--- config.mk ---
export PLATFORM = sky130hd
export DESIGN_NAME = converter_fault_supervisor
export DESIGN_NICKNAME = d
export VERILOG_FILES = /design/src/rtl/fault_sup_pkg.sv /design/src/rtl/vin_check_if.sv /design/src/rtl/converter_fault_supervisor.sv /design/src/rtl/vin_window.sv
export SDC_FILE = /design/constraint.sdc
export NUM_CORES = 1
export LEC_CHECK = 0
export ABC_AREA = 1
export BUFFER_PORTS_ARGS = -buffer_cell sky130_fd_sc_hd__buf_4
export CELL_PAD_IN_SITES_DETAIL_PLACEMENT = 1
export CELL_PAD_IN_SITES_GLOBAL_PLACEMENT = 2
export CORE_MARGIN = 2
export CORE_UTILIZATION = 38
export CTS_CLUSTER_DIAMETER = 40
export DETAILED_ROUTE_END_ITERATION = 8
export GPL_TIMING_DRIVEN = 1
export PLACE_DENSITY_LB_ADDON = 0.1
export SLEW_MARGIN = 20
export SYNTH_ARGS = -nofsm -noshare
export SYNTH_HDL_FRONTEND = slang
export SYNTH_HIERARCHICAL = 1
export SYNTH_SLANG_ARGS = --single-unit
--- constraint.sdc ---
create_clock -name sys_clk -period 6.7 [get_ports sys_clk]
set_clock_uncertainty 0.15 [all_clocks]
set_input_delay 1.005 -clock sys_clk [delete_from_list [all_inputs] [get_ports sys_clk]]
set_output_delay 1.005 -clock sys_clk [all_outputs]
set_load 0.005 [all_outputs]
--- src/rtl/fault_sup_pkg.sv ---
// Purpose: shared constants for the converter fault supervisor
// Assumes: 20 MHz system clock, 32-bit APB register access
// Notes:   times are kept in their own unit, cycle counts derive from them
package fault_sup_pkg;

    // ************************************************************
    // clock and timing
    // ************************************************************
    localparam int CLK_KHZ             = 20000;
    localparam int ERR_RESTART_TIME_US = 100;
    localparam int SECOND_LEVEL_OVERCURRENT_LOOP_TIME_US   = 50;
    localparam int ERR_CLR_TIME_MS     = 10;
    // least times round up to whole cycles
    localparam int ERR_RESTART_CYC     = (ERR_RESTART_TIME_US * CLK_KHZ + 999) / 1000;
    localparam int SECOND_LEVEL_OVERCURRENT_LOOP_CYC       = (SECOND_LEVEL_OVERCURRENT_LOOP_TIME_US * CLK_KHZ + 999) / 1000;
    localparam int ERR_CLR_CYC_DEF     = ERR_CLR_TIME_MS * CLK_KHZ;
    localparam logic [2:0] RESTART_TRIES = 3'h4;

    // ************************************************************
    // widths and register map
    // ************************************************************
    localparam int VIN_W  = 12;
    localparam int OTO_W  = 16;
    localparam int EV_W   = 9;
    localparam logic [7:0] ADDR_CTRL      = 8'h00;
    localparam logic [7:0] ADDR_VMIN_ST   = 8'h04;
    localparam logic [7:0] ADDR_VMIN_OP   = 8'h08;
    localparam logic [7:0] ADDR_VMAX_ST   = 8'h0C;
    localparam logic [7:0] ADDR_VMAX_OP   = 8'h10;
    localparam logic [7:0] ADDR_OPEN_TO   = 8'h14;
    localparam logic [7:0] ADDR_STATUS    = 8'h18;
    localparam logic [7:0] ADDR_IRQ_STAT  = 8'h1C;
    localparam logic [7:0] ADDR_IRQ_CLR   = 8'h20;
    localparam logic [7:0] ADDR_IRQ_EN    = 8'h24;

    // reset values
    localparam logic [VIN_W-1:0] VMIN_ST_RST = 12'h0400;
    localparam logic [VIN_W-1:0] VMIN_OP_RST = 12'h0380;
    localparam logic [VIN_W-1:0] VMAX_ST_RST = 12'h0C00;
    localparam logic [VIN_W-1:0] VMAX_OP_RST = 12'h0C80;
    localparam logic [OTO_W-1:0] OPEN_TO_RST = 16'h0400;

    // event / interrupt bit positions
    localparam int EV_IN_UV  = 0;
    localparam int EV_IN_OV  = 1;
    localparam int EV_OUT_UV = 2;
    localparam int EV_OPEN   = 3;
    localparam int EV_OUT_OV = 4;
    localparam int EV_PWR    = 5;
    localparam int EV_HEAT   = 6;
    localparam int EV_SECOND_LEVEL_OVERCURRENT   = 7;
    localparam int EV_LATCH  = 8;

    // status register field positions
    localparam int ST_CNT_LSB = 3;
    localparam int ST_LATCHED = 6;
    localparam int ST_BUCK    = 7;

    typedef enum logic [2:0] {
        ST_OFF     = 3'b000,
        ST_WAIT    = 3'b001,
        ST_RAMP    = 3'b010,
        ST_RUN     = 3'b011,
        ST_ISET    = 3'b100,
        ST_RESTART = 3'b101,
        ST_SECOND_LEVEL_OVERCURRENT    = 3'b110,
        ST_LATCH   = 3'b111
    } sup_state_e;

endpackage

--- src/rtl/vin_check_if.sv ---
// Purpose: carries input voltage and thresholds to the window checker
// Assumes: both ends on sys_clk
// Notes:   oper selects the operating thresholds instead of the startup ones
`timescale 1ns/1ns
interface vin_check_if;
    import fault_sup_pkg::*;
    logic [VIN_W-1:0] vin;
    logic [VIN_W-1:0] min_start;
    logic [VIN_W-1:0] min_oper;
    logic [VIN_W-1:0] max_start;
    logic [VIN_W-1:0] max_oper;
    logic             oper;
    logic             under;
    logic             over;
    modport sup (output vin, min_start, min_oper, max_start, max_oper, oper,
                 input under, over);
    modport chk (input vin, min_start, min_oper, max_start, max_oper, oper,
                 output under, over);
endinterface

--- src/rtl/converter_fault_supervisor.sv ---
// Purpose: decides how the buck converter answers its faults
// Assumes: fault inputs come from measurement logic on sys_clk
// Notes:   reset_n is the supply startup; only it clears a latch
// Function
// - two responses: automatic restart, and latch keeping the converter off
// - error counter counts fault restarts up to four
// - counter clears after error-free run time and on every supply startup
// - output faults auto-restart; after fourth failed restart, latch
// - open-output restart runs the current-setting procedure before restarting
// - input and overheat faults: wait in startup, auto-restart in normal
// - faults checked only in their marked modes; output faults only normal, open output in soft-start too
// - input undervoltage turns current off until startup minimum is met
// - undervoltage uses higher startup and lower operating threshold
// - input overvoltage turns current off until startup maximum is met
// - overvoltage uses lower startup and higher operating threshold
// - input voltage shutdowns leave the error counter unchanged
// - second-level overcurrent: immediate timed loop until off or cleared
// - every automatic restart except after overcurrent waits the fixed restart timeout; overcurrent waits its loop time
// - output undervoltage checked only after soft-start completes
// - open output when switch current takes too long to peak
`timescale 1ns/1ns
module converter_fault_supervisor
    import fault_sup_pkg::*;
#(
    parameter int ERR_CLR_CYC = ERR_CLR_CYC_DEF
)
(
    // clock and reset
    input  wire logic              sys_clk,
    input  wire logic              reset_n,
    // apb slave
    input  wire logic              psel,
    input  wire logic              penable,
    input  wire logic              pwrite,
    input  wire logic [7:0]        paddr,
    input  wire logic [31:0]       pwdata,
    output logic      [31:0]       prdata,
    output logic                   pready,
    output logic                   pslverr,
    // measurement front end
    input  wire logic [VIN_W-1:0]  vin_meas,
    input  wire logic              output_undervoltage_fault,
    input  wire logic              output_overvoltage_fault,
    input  wire logic              output_overpower_fault,
    input  wire logic              internal_overheat_fault,
    input  wire logic              external_overheat_fault,
    input  wire logic              second_level_overcurrent,
    input  wire logic              switch_on,
    input  wire logic              peak_reached,
    // power stage control
    input  wire logic              softstart_done,
    input  wire logic              iset_done,
    output logic                   buck_enable,
    output logic                   iset_request,
    output logic                   latched,
    output logic                   irq
);
    typedef struct packed {
        sup_state_e       state;
        logic             buck_en;
        logic             iset_req;
        logic             latched;
        logic [2:0]       err_cnt;
        logic [31:0]      timer;
        logic [31:0]      clr_cnt;
        logic [OTO_W-1:0] on_cnt;
        logic             on_act;
        logic             enable;
        logic [VIN_W-1:0] vmin_st;
        logic [VIN_W-1:0] vmin_op;
        logic [VIN_W-1:0] vmax_st;
        logic [VIN_W-1:0] vmax_op;
        logic [OTO_W-1:0] open_to;
        logic [EV_W-1:0]  ev_stat;
        logic [EV_W-1:0]  ev_en;
        logic             irq;
        logic             pready;
        logic             pslverr;
        logic [31:0]      prdata;
    } sup_s;

    sup_s            r;
    sup_s            n;
    vin_check_if     vif ();
    logic [EV_W-1:0] ev;
    logic            open_f;
    logic            heat_f;
    logic            wr;

    function automatic logic is_run(input sup_state_e s);
        is_run = (s == ST_RAMP) || (s == ST_RUN);
    endfunction

    function automatic logic [31:0] zx12(input logic [VIN_W-1:0] v);
        zx12 = {{(32-VIN_W){1'b0}}, v};
    endfunction

    // ************************************************************
    // input voltage window
    // ************************************************************
    assign vif.vin       = vin_meas;
    assign vif.min_start = r.vmin_st;
    assign vif.min_oper  = r.vmin_op;
    assign vif.max_start = r.vmax_st;
    assign vif.max_oper  = r.vmax_op;
    assign vif.oper      = (r.state == ST_RUN);

    vin_window u_win (
        .sys_clk (sys_clk),
        .reset_n (reset_n),
        .bus     (vif.chk)
    );

    assign heat_f = internal_overheat_fault | external_overheat_fault;
    assign open_f = r.on_act && (r.on_cnt > r.open_to);
    assign wr     = psel & penable & pwrite & r.pready;

    // ************************************************************
    // next state
    // ************************************************************
    always_comb
    begin
        n  = r;
        ev = '0;
        // apb: answer is ready in the first access cycle
        n.pready  = psel & ~penable;
        n.pslverr = 1'b0;
        if (psel & ~penable)
        begin
            unique case (paddr)
                ADDR_CTRL:     n.prdata = {31'h0000_0000, r.enable};
                ADDR_VMIN_ST:  n.prdata = zx12(r.vmin_st);
                ADDR_VMIN_OP:  n.prdata = zx12(r.vmin_op);
                ADDR_VMAX_ST:  n.prdata = zx12(r.vmax_st);
                ADDR_VMAX_OP:  n.prdata = zx12(r.vmax_op);
                ADDR_OPEN_TO:  n.prdata = {16'h0000, r.open_to};
                ADDR_STATUS:   n.prdata = {24'h0000_00, r.buck_en, r.latched,
                                           r.err_cnt, r.state};
                ADDR_IRQ_STAT: n.prdata = {23'h00_0000, r.ev_stat};
                ADDR_IRQ_CLR:  n.prdata = 32'h0000_0000;
                ADDR_IRQ_EN:   n.prdata = {23'h00_0000, r.ev_en};
                default:
                begin
                    n.prdata  = 32'h0000_0000;
                    n.pslverr = 1'b1;
                end
            endcase
        end
        if (wr)
        begin
            unique case (paddr)
                ADDR_CTRL:    n.enable  = pwdata[0];
                ADDR_VMIN_ST: n.vmin_st = pwdata[VIN_W-1:0];
                ADDR_VMIN_OP: n.vmin_op = pwdata[VIN_W-1:0];
                ADDR_VMAX_ST: n.vmax_st = pwdata[VIN_W-1:0];
                ADDR_VMAX_OP: n.vmax_op = pwdata[VIN_W-1:0];
                ADDR_OPEN_TO: n.open_to = pwdata[OTO_W-1:0];
                ADDR_IRQ_CLR: n.ev_stat = r.ev_stat & ~pwdata[EV_W-1:0];
                ADDR_IRQ_EN:  n.ev_en   = pwdata[EV_W-1:0];
                default:      n.enable  = r.enable;
            endcase
        end

        // open-output timer: time from switch on to current peak
        if (!is_run(r.state))
        begin
            n.on_act = 1'b0;
            n.on_cnt = '0;
        end
        else if (switch_on)
        begin
            n.on_act = 1'b1;
            n.on_cnt = '0;
        end
        else if (peak_reached)
            n.on_act = 1'b0;
        else if (r.on_act && (r.on_cnt != '1))
            n.on_cnt = r.on_cnt + 1'b1;

        // restart and latch decisions only in the run states; the wait holds on input and heat faults, the loop on overcurrent
        unique case (r.state)
            ST_OFF:
            begin
                if (r.enable)
                    n.state = ST_WAIT;
            end
            ST_WAIT:
            begin
                // startup thresholds must be met before current flows
                if (!vif.under && !vif.over && !heat_f)
                    n.state = ST_RAMP;
            end
            ST_RAMP, ST_RUN:
            begin
                if (second_level_overcurrent)
                begin
                    ev[EV_SECOND_LEVEL_OVERCURRENT] = 1'b1;
                    n.state     = ST_SECOND_LEVEL_OVERCURRENT;
                    n.timer     = 32'(SECOND_LEVEL_OVERCURRENT_LOOP_CYC - 1);
                end
                else if (open_f || ((r.state == ST_RUN) &&
                         (output_undervoltage_fault | output_overvoltage_fault |
                          output_overpower_fault)))
                begin
                    ev[EV_OPEN]   = open_f;
                    ev[EV_OUT_UV] = (r.state == ST_RUN) & output_undervoltage_fault;
                    ev[EV_OUT_OV] = (r.state == ST_RUN) & output_overvoltage_fault;
                    ev[EV_PWR]    = (r.state == ST_RUN) & output_overpower_fault;
                    if (r.err_cnt == RESTART_TRIES)
                    begin
                        ev[EV_LATCH] = 1'b1;
                        n.state      = ST_LATCH;
                        n.latched    = 1'b1;
                    end
                    else
                    begin
                        n.err_cnt = r.err_cnt + 3'h1;
                        n.timer   = 32'(ERR_RESTART_CYC - 1);
                        n.state   = open_f ? ST_ISET : ST_RESTART;
                    end
                end
                else if (vif.under || vif.over || heat_f)
                begin
                    // counter untouched on input voltage shutdowns
                    ev[EV_IN_UV] = vif.under;
                    ev[EV_IN_OV] = vif.over;
                    ev[EV_HEAT]  = heat_f;
                    n.timer      = 32'(ERR_RESTART_CYC - 1);
                    n.state      = (r.state == ST_RUN) ? ST_RESTART : ST_WAIT;
                end
                else if (r.state == ST_RAMP)
                begin
                    n.clr_cnt = '0;
                    if (softstart_done)
                        n.state = ST_RUN;
                end
                else if (r.clr_cnt == 32'(ERR_CLR_CYC - 1))
                begin
                    n.err_cnt = '0;
                    n.clr_cnt = '0;
                end
                else
                    n.clr_cnt = r.clr_cnt + 32'h0000_0001;
            end
            ST_ISET:
            begin
                if (iset_done)
                    n.state = ST_RESTART;
            end
            ST_RESTART:
            begin
                if (r.timer == '0)
                    n.state = ST_WAIT;
                else
                    n.timer = r.timer - 32'h0000_0001;
            end
            ST_SECOND_LEVEL_OVERCURRENT:
            begin
                if (r.timer != '0)
                    n.timer = r.timer - 32'h0000_0001;
                else if (second_level_overcurrent)
                    n.timer = 32'(SECOND_LEVEL_OVERCURRENT_LOOP_CYC - 1);
                else
                    n.state = ST_WAIT;
            end
            ST_LATCH:
                n.state = ST_LATCH;
        endcase
        // switching off ends every state except the latch
        if (!r.enable && (r.state != ST_LATCH))
            n.state = ST_OFF;
        n.buck_en  = is_run(n.state);
        n.iset_req = (n.state == ST_ISET);
        // hardware set wins over a software clear in the same cycle
        n.ev_stat  = n.ev_stat | ev;
        n.irq      = |(n.ev_stat & n.ev_en);
    end

    always_ff @(posedge sys_clk or negedge reset_n)
    begin
        if (!reset_n)
        begin
            r         <= '0;
            r.state   <= ST_OFF;
            r.vmin_st <= VMIN_ST_RST;
            r.vmin_op <= VMIN_OP_RST;
            r.vmax_st <= VMAX_ST_RST;
            r.vmax_op <= VMAX_OP_RST;
            r.open_to <= OPEN_TO_RST;
        end
        else
            r <= n;
    end

    assign prdata       = r.prdata;
    assign pready       = r.pready;
    assign pslverr      = r.pslverr;
    assign buck_enable  = r.buck_en;
    assign iset_request = r.iset_req;
    assign latched      = r.latched;
    assign irq          = r.irq;
endmodule

--- src/rtl/vin_window.sv ---
// Purpose: hysteretic input undervoltage / overvoltage comparison
// Assumes: vin is an ADC result already on sys_clk
// Notes:   results are registered, one cycle behind the inputs
`timescale 1ns/1ns
module vin_window
    import fault_sup_pkg::*;
(
    // clock and reset
    input  wire logic   sys_clk,
    input  wire logic   reset_n,
    // checker side of the voltage link
    vin_check_if.chk    bus
);
    typedef struct packed {
        logic under;
        logic over;
    } win_s;

    win_s r;
    win_s n;

    // ************************************************************
    // threshold pick
    // ************************************************************
    always_comb
    begin
        n = r;
        // startup thresholds are stricter so the converter cannot chatter
        if (bus.oper)
        begin
            n.under = bus.vin < bus.min_oper;
            n.over  = bus.vin > bus.max_oper;
        end
        else
        begin
            n.under = bus.vin < bus.min_start;
            n.over  = bus.vin > bus.max_start;
        end
    end

    always_ff @(posedge sys_clk or negedge reset_n)
    begin
        if (!reset_n)
            r <= '0;
        else
            r <= n;
    end

    assign bus.under = r.under;
    assign bus.over  = r.over;

endmodule

==> results.md <==
- Syn. warnings: 6
- Die area: 0.0353 mm^2
- Chip height: 188 um
- Worst Path Buf+Inv: 1
- Total iterations of the first detailed-routing run: 5
- CTS Buf Count: 17
- Main combinational cell family by area after synthesis: simple AND/OR/NAND/NOR gates
- Total power: 2.37 mW
- CTS tree: yes
- Post-Synth Simple-Gate Area: 0.295
- Synth area leader: dfrtp_1
- Via density: 5.17
- Layout area overhead: 10.3%
- Vias in the first global route: 12000
- Max IR drop VDD: 167 uV
- Hold buffers post-CTS: 0
- Xor/xnor share of the synthesized area: 0.0273
- Post-DP HPWL: 29400 um
- Final setup viols: 0
- Via count: 11500
- Post-synthesis compound-gate area fraction: 0.133
- Crit-path cells: buf_4, or2_1, nor3_1, nand3_2, nand2_2, nand2_4, nand2_4, nand2_2, o21ai_2
- Slew @ Worst Pin: 1010 ps
- Commonest register cell after synthesis: dfrtp_1
- Antenna violations before repair: 0
- Mean post-synth cell area: 7.47 um^2
- Post_cts resized: 0
- Fin area: 0.0142 mm^2
- Min Clock Period, post-route: 3200 ps
- Max-slew violations: 0
- Comb power frac: 0.057
- CTS max path bufs: 2
- Root buf cell: clkbuf_16
- Max-cap violations: 0
- Top-count cell post-synth: nand2_1
- Chip width: 188 um
- Gpl congestion: 0.884
- Worst R2R Setup Slack: 3550 ps
- Global route total overflow: 0
- Clock-pin slew on the worst setup and hold paths: 70 ps
- Power per Cell Area: 167 mW/mm^2
- RR Startpoint: r[63]
- Routed Antenna Nets: 0
- CP Launch Type: primary input
- Starting Density: 0.384
- Post-synth EDFFs: 0
- Net Sw Frac: 0.263
- H-tree depth: 4
- Post-layout nets: 1896
- Internal Pwr Total: 1.74 mW
- Worst r2r path cells: 13
- Fmax: 313 MHz
- Ys async rst share: 1.00
- WHS: 331 ps
- Cells after Synth: 1720
- Wire per inst: 17.7 um
- GRT Util Overall: 0.233
- Synth cell types: 56
- HP Class: reg2reg
- Final worst-path cycle share: 0.477
- Post-Synth Adder-Cell Area: 0.0653
- Sequential share of power: 0.498
- Synth area leaders: dfrtp_1 (36%), nand2_1 (12%), ha_1 (6.5%)
- Share of cells above drive strength 1: 0.132
- Largest net degree at the start of global routing: 73
- Area of placed instances: 0.0136 mm^2
- Worst setup EP type: register
- Largest stage delay, worst path: 660 ps
- Max-slew headroom: 0.328
- Setup TNS: 0 ps
- Port bufs: 72
- Final core occ: 0.424
- Synth cell count leaders: nand2_1 (420), inv_1 (204), dfrtp_1 (184)
- Mux contribution to synthesized area: 0
- CP Data Required Time: 6920 ps
- Skew-Pair Late Insertion Delay: 460 ps
- WP depth: 9
- Final worst slack: 3500 ps
- CP Capture Point: r[192]
- Core Footprint: 0.0334 mm^2
- Clk sinks: 194
- Final hold viol count: 0
- DR DRC count: 0
- Worst-path maximum fanout: 56
- Post-CTS Setup Inserts: 0
- Final std cells w/o fill: 2223
- Slowest-stage cell, CP: nand2_4
- Pleak: 6.44 nW
- 1st-iter DRT viols: 509
- CP Data Arrival Time: 3410 ps
- Critical Path Source: external_overheat_fault
- I/O pin total: 105
- Clk pwr share: 0.445
- First-pass GRT wire length: 64900 um
- Unrepaired setup endpoints after global routing: false
- CP delay by family, top: simple AND/OR/NAND/NOR gates
- Worst slack at placement: 3020 ps
- Status: complete, no violations
- Synth top area share: 0.358
- Crit Reg-Reg Endpoint: r[192]
- Seq/Total Area, Yosys: 0.379
- WL final: 39400 um
- Antenna Cells: 0
- Cell Rows: 67
- P_sw: 0.623 mW
- Critical path type: in2reg
- Post-synthesis register bit count: 194
- Post-Syn Area: 0.0128 mm^2
- Dpl cells: 2191
power groups by stage:
stage / logic [mW] / clock network (mW) / registers (mW)
floorplan: 0.0622 / 0 / 1.20
detailed placement: 0.137 / 0 / 1.20
finish: 0.135 / 1.05 / 1.18
global route: 0.155 / 1.13 / 1.18
CTS: 0.138 / 1.09 / 1.18
global placement: 0.134 / 0 / 1.20
layer usage:
layer | track usage | part of all wire | vias up
met2 | 0.395 | 0.48 | 153
met3 | 0.0329 | 0.023 | 37
met4 | 0.0578 | 0.018 | 0
li1 | - | - | 5675
met5 | 0 | 0 | -
met1 | 0.314 | 0.48 | 5626
sequential cells by signal (all words and copies together) (netlist names):
signal and count:
buck_enable 1, irq 1, iset_request 1, latched 1
prdata 16, pready 1, pslverr 1, r 122
u_win/bus.over 1, u_win/bus.under 1, vif.max_oper 12, vif.max_start 12
vif.min_oper 12, vif.min_start 12
worst min path at each step:
stage / from / end / slack [ps] / cells past startpoint
after detailed placement: prdata[6] / prdata[6] / 320 / 2
after global routing: prdata[8] / prdata[8] / 350 / 2
after global placement: r[168] / r[168] / 310 / 2
after CTS: prdata[6] / prdata[6] / 340 / 2
after floorplan: r[168] / r[168] / 290 / 2
final: prdata[6] / prdata[6] / 330 / 2
worst reg2reg max path, cell delays in order, from the launching register on:
cell	delay [ps]
dfstp_2	530
inv_1	80
ha_1	320
nand3_1	80
nand2_1	50
a21oi_1	200
nand2_1	100
nand2_2	190
nand3_2	170
nand2_2	170
nand2_4	90
nand2_4	660
nand2_2	190
o21ai_2	90
cells in the final DEF (no fill, tap or decap), types with 3 or more instances in the layout:
cell and n:
nor2_4 3, or2_2 4, nor3_1 42, nand2_1 419, nor4_1 15, a21o_1 4
o21a_1 7, a21oi_2 5, a22o_1 7, nor2_1 176, and2_0 3, a221oi_1 8
dfrtp_1 184, inv_1 204, nand2_4 3, o2111ai_1 4, nand2_2 37, clkinvlp_4 4
conb_1 16, xor2_1 36, clkbuf_16 17, nand3_2 4, nand3_1 70, inv_2 10
o21ai_0 128, dfstp_2 10, o22ai_1 4, nor2_2 10, buf_4 80, o31ai_1 12
ha_1 67, inv_6 7, nor2_8 3, a21oi_1 66, nand4_1 48, xnor2_1 4
o21ai_2 24
cells by family (layout without fill, tap and decap cells):
kind of cell | after synthesis | after routing
AOI/OAI and AO/OA | 283 | 283
xor gates and xnor gates | 40 | 40
adders and majority gates | 67 | 67
buffers and inverters | 288 | 328
DFF | 194 | 194
other | 1 | 16
and+or+nand+nor | 847 | 847
cell type report:
| type | instances | area [um^2] |
|---|---|---|
| inverter | 215 | 810 |
| sequential | 194 | 4870 |
| clock inverter | 15 | 148 |
| fill | 4175 | 19300 |
| tap | 448 | 561 |
| multi-input combinational | 1253 | 6750 |
| clock buffer | 17 | 425 |
| timing repair buffer | 81 | 614 |
No activity file was read; power rests on OpenSTA's default activity.
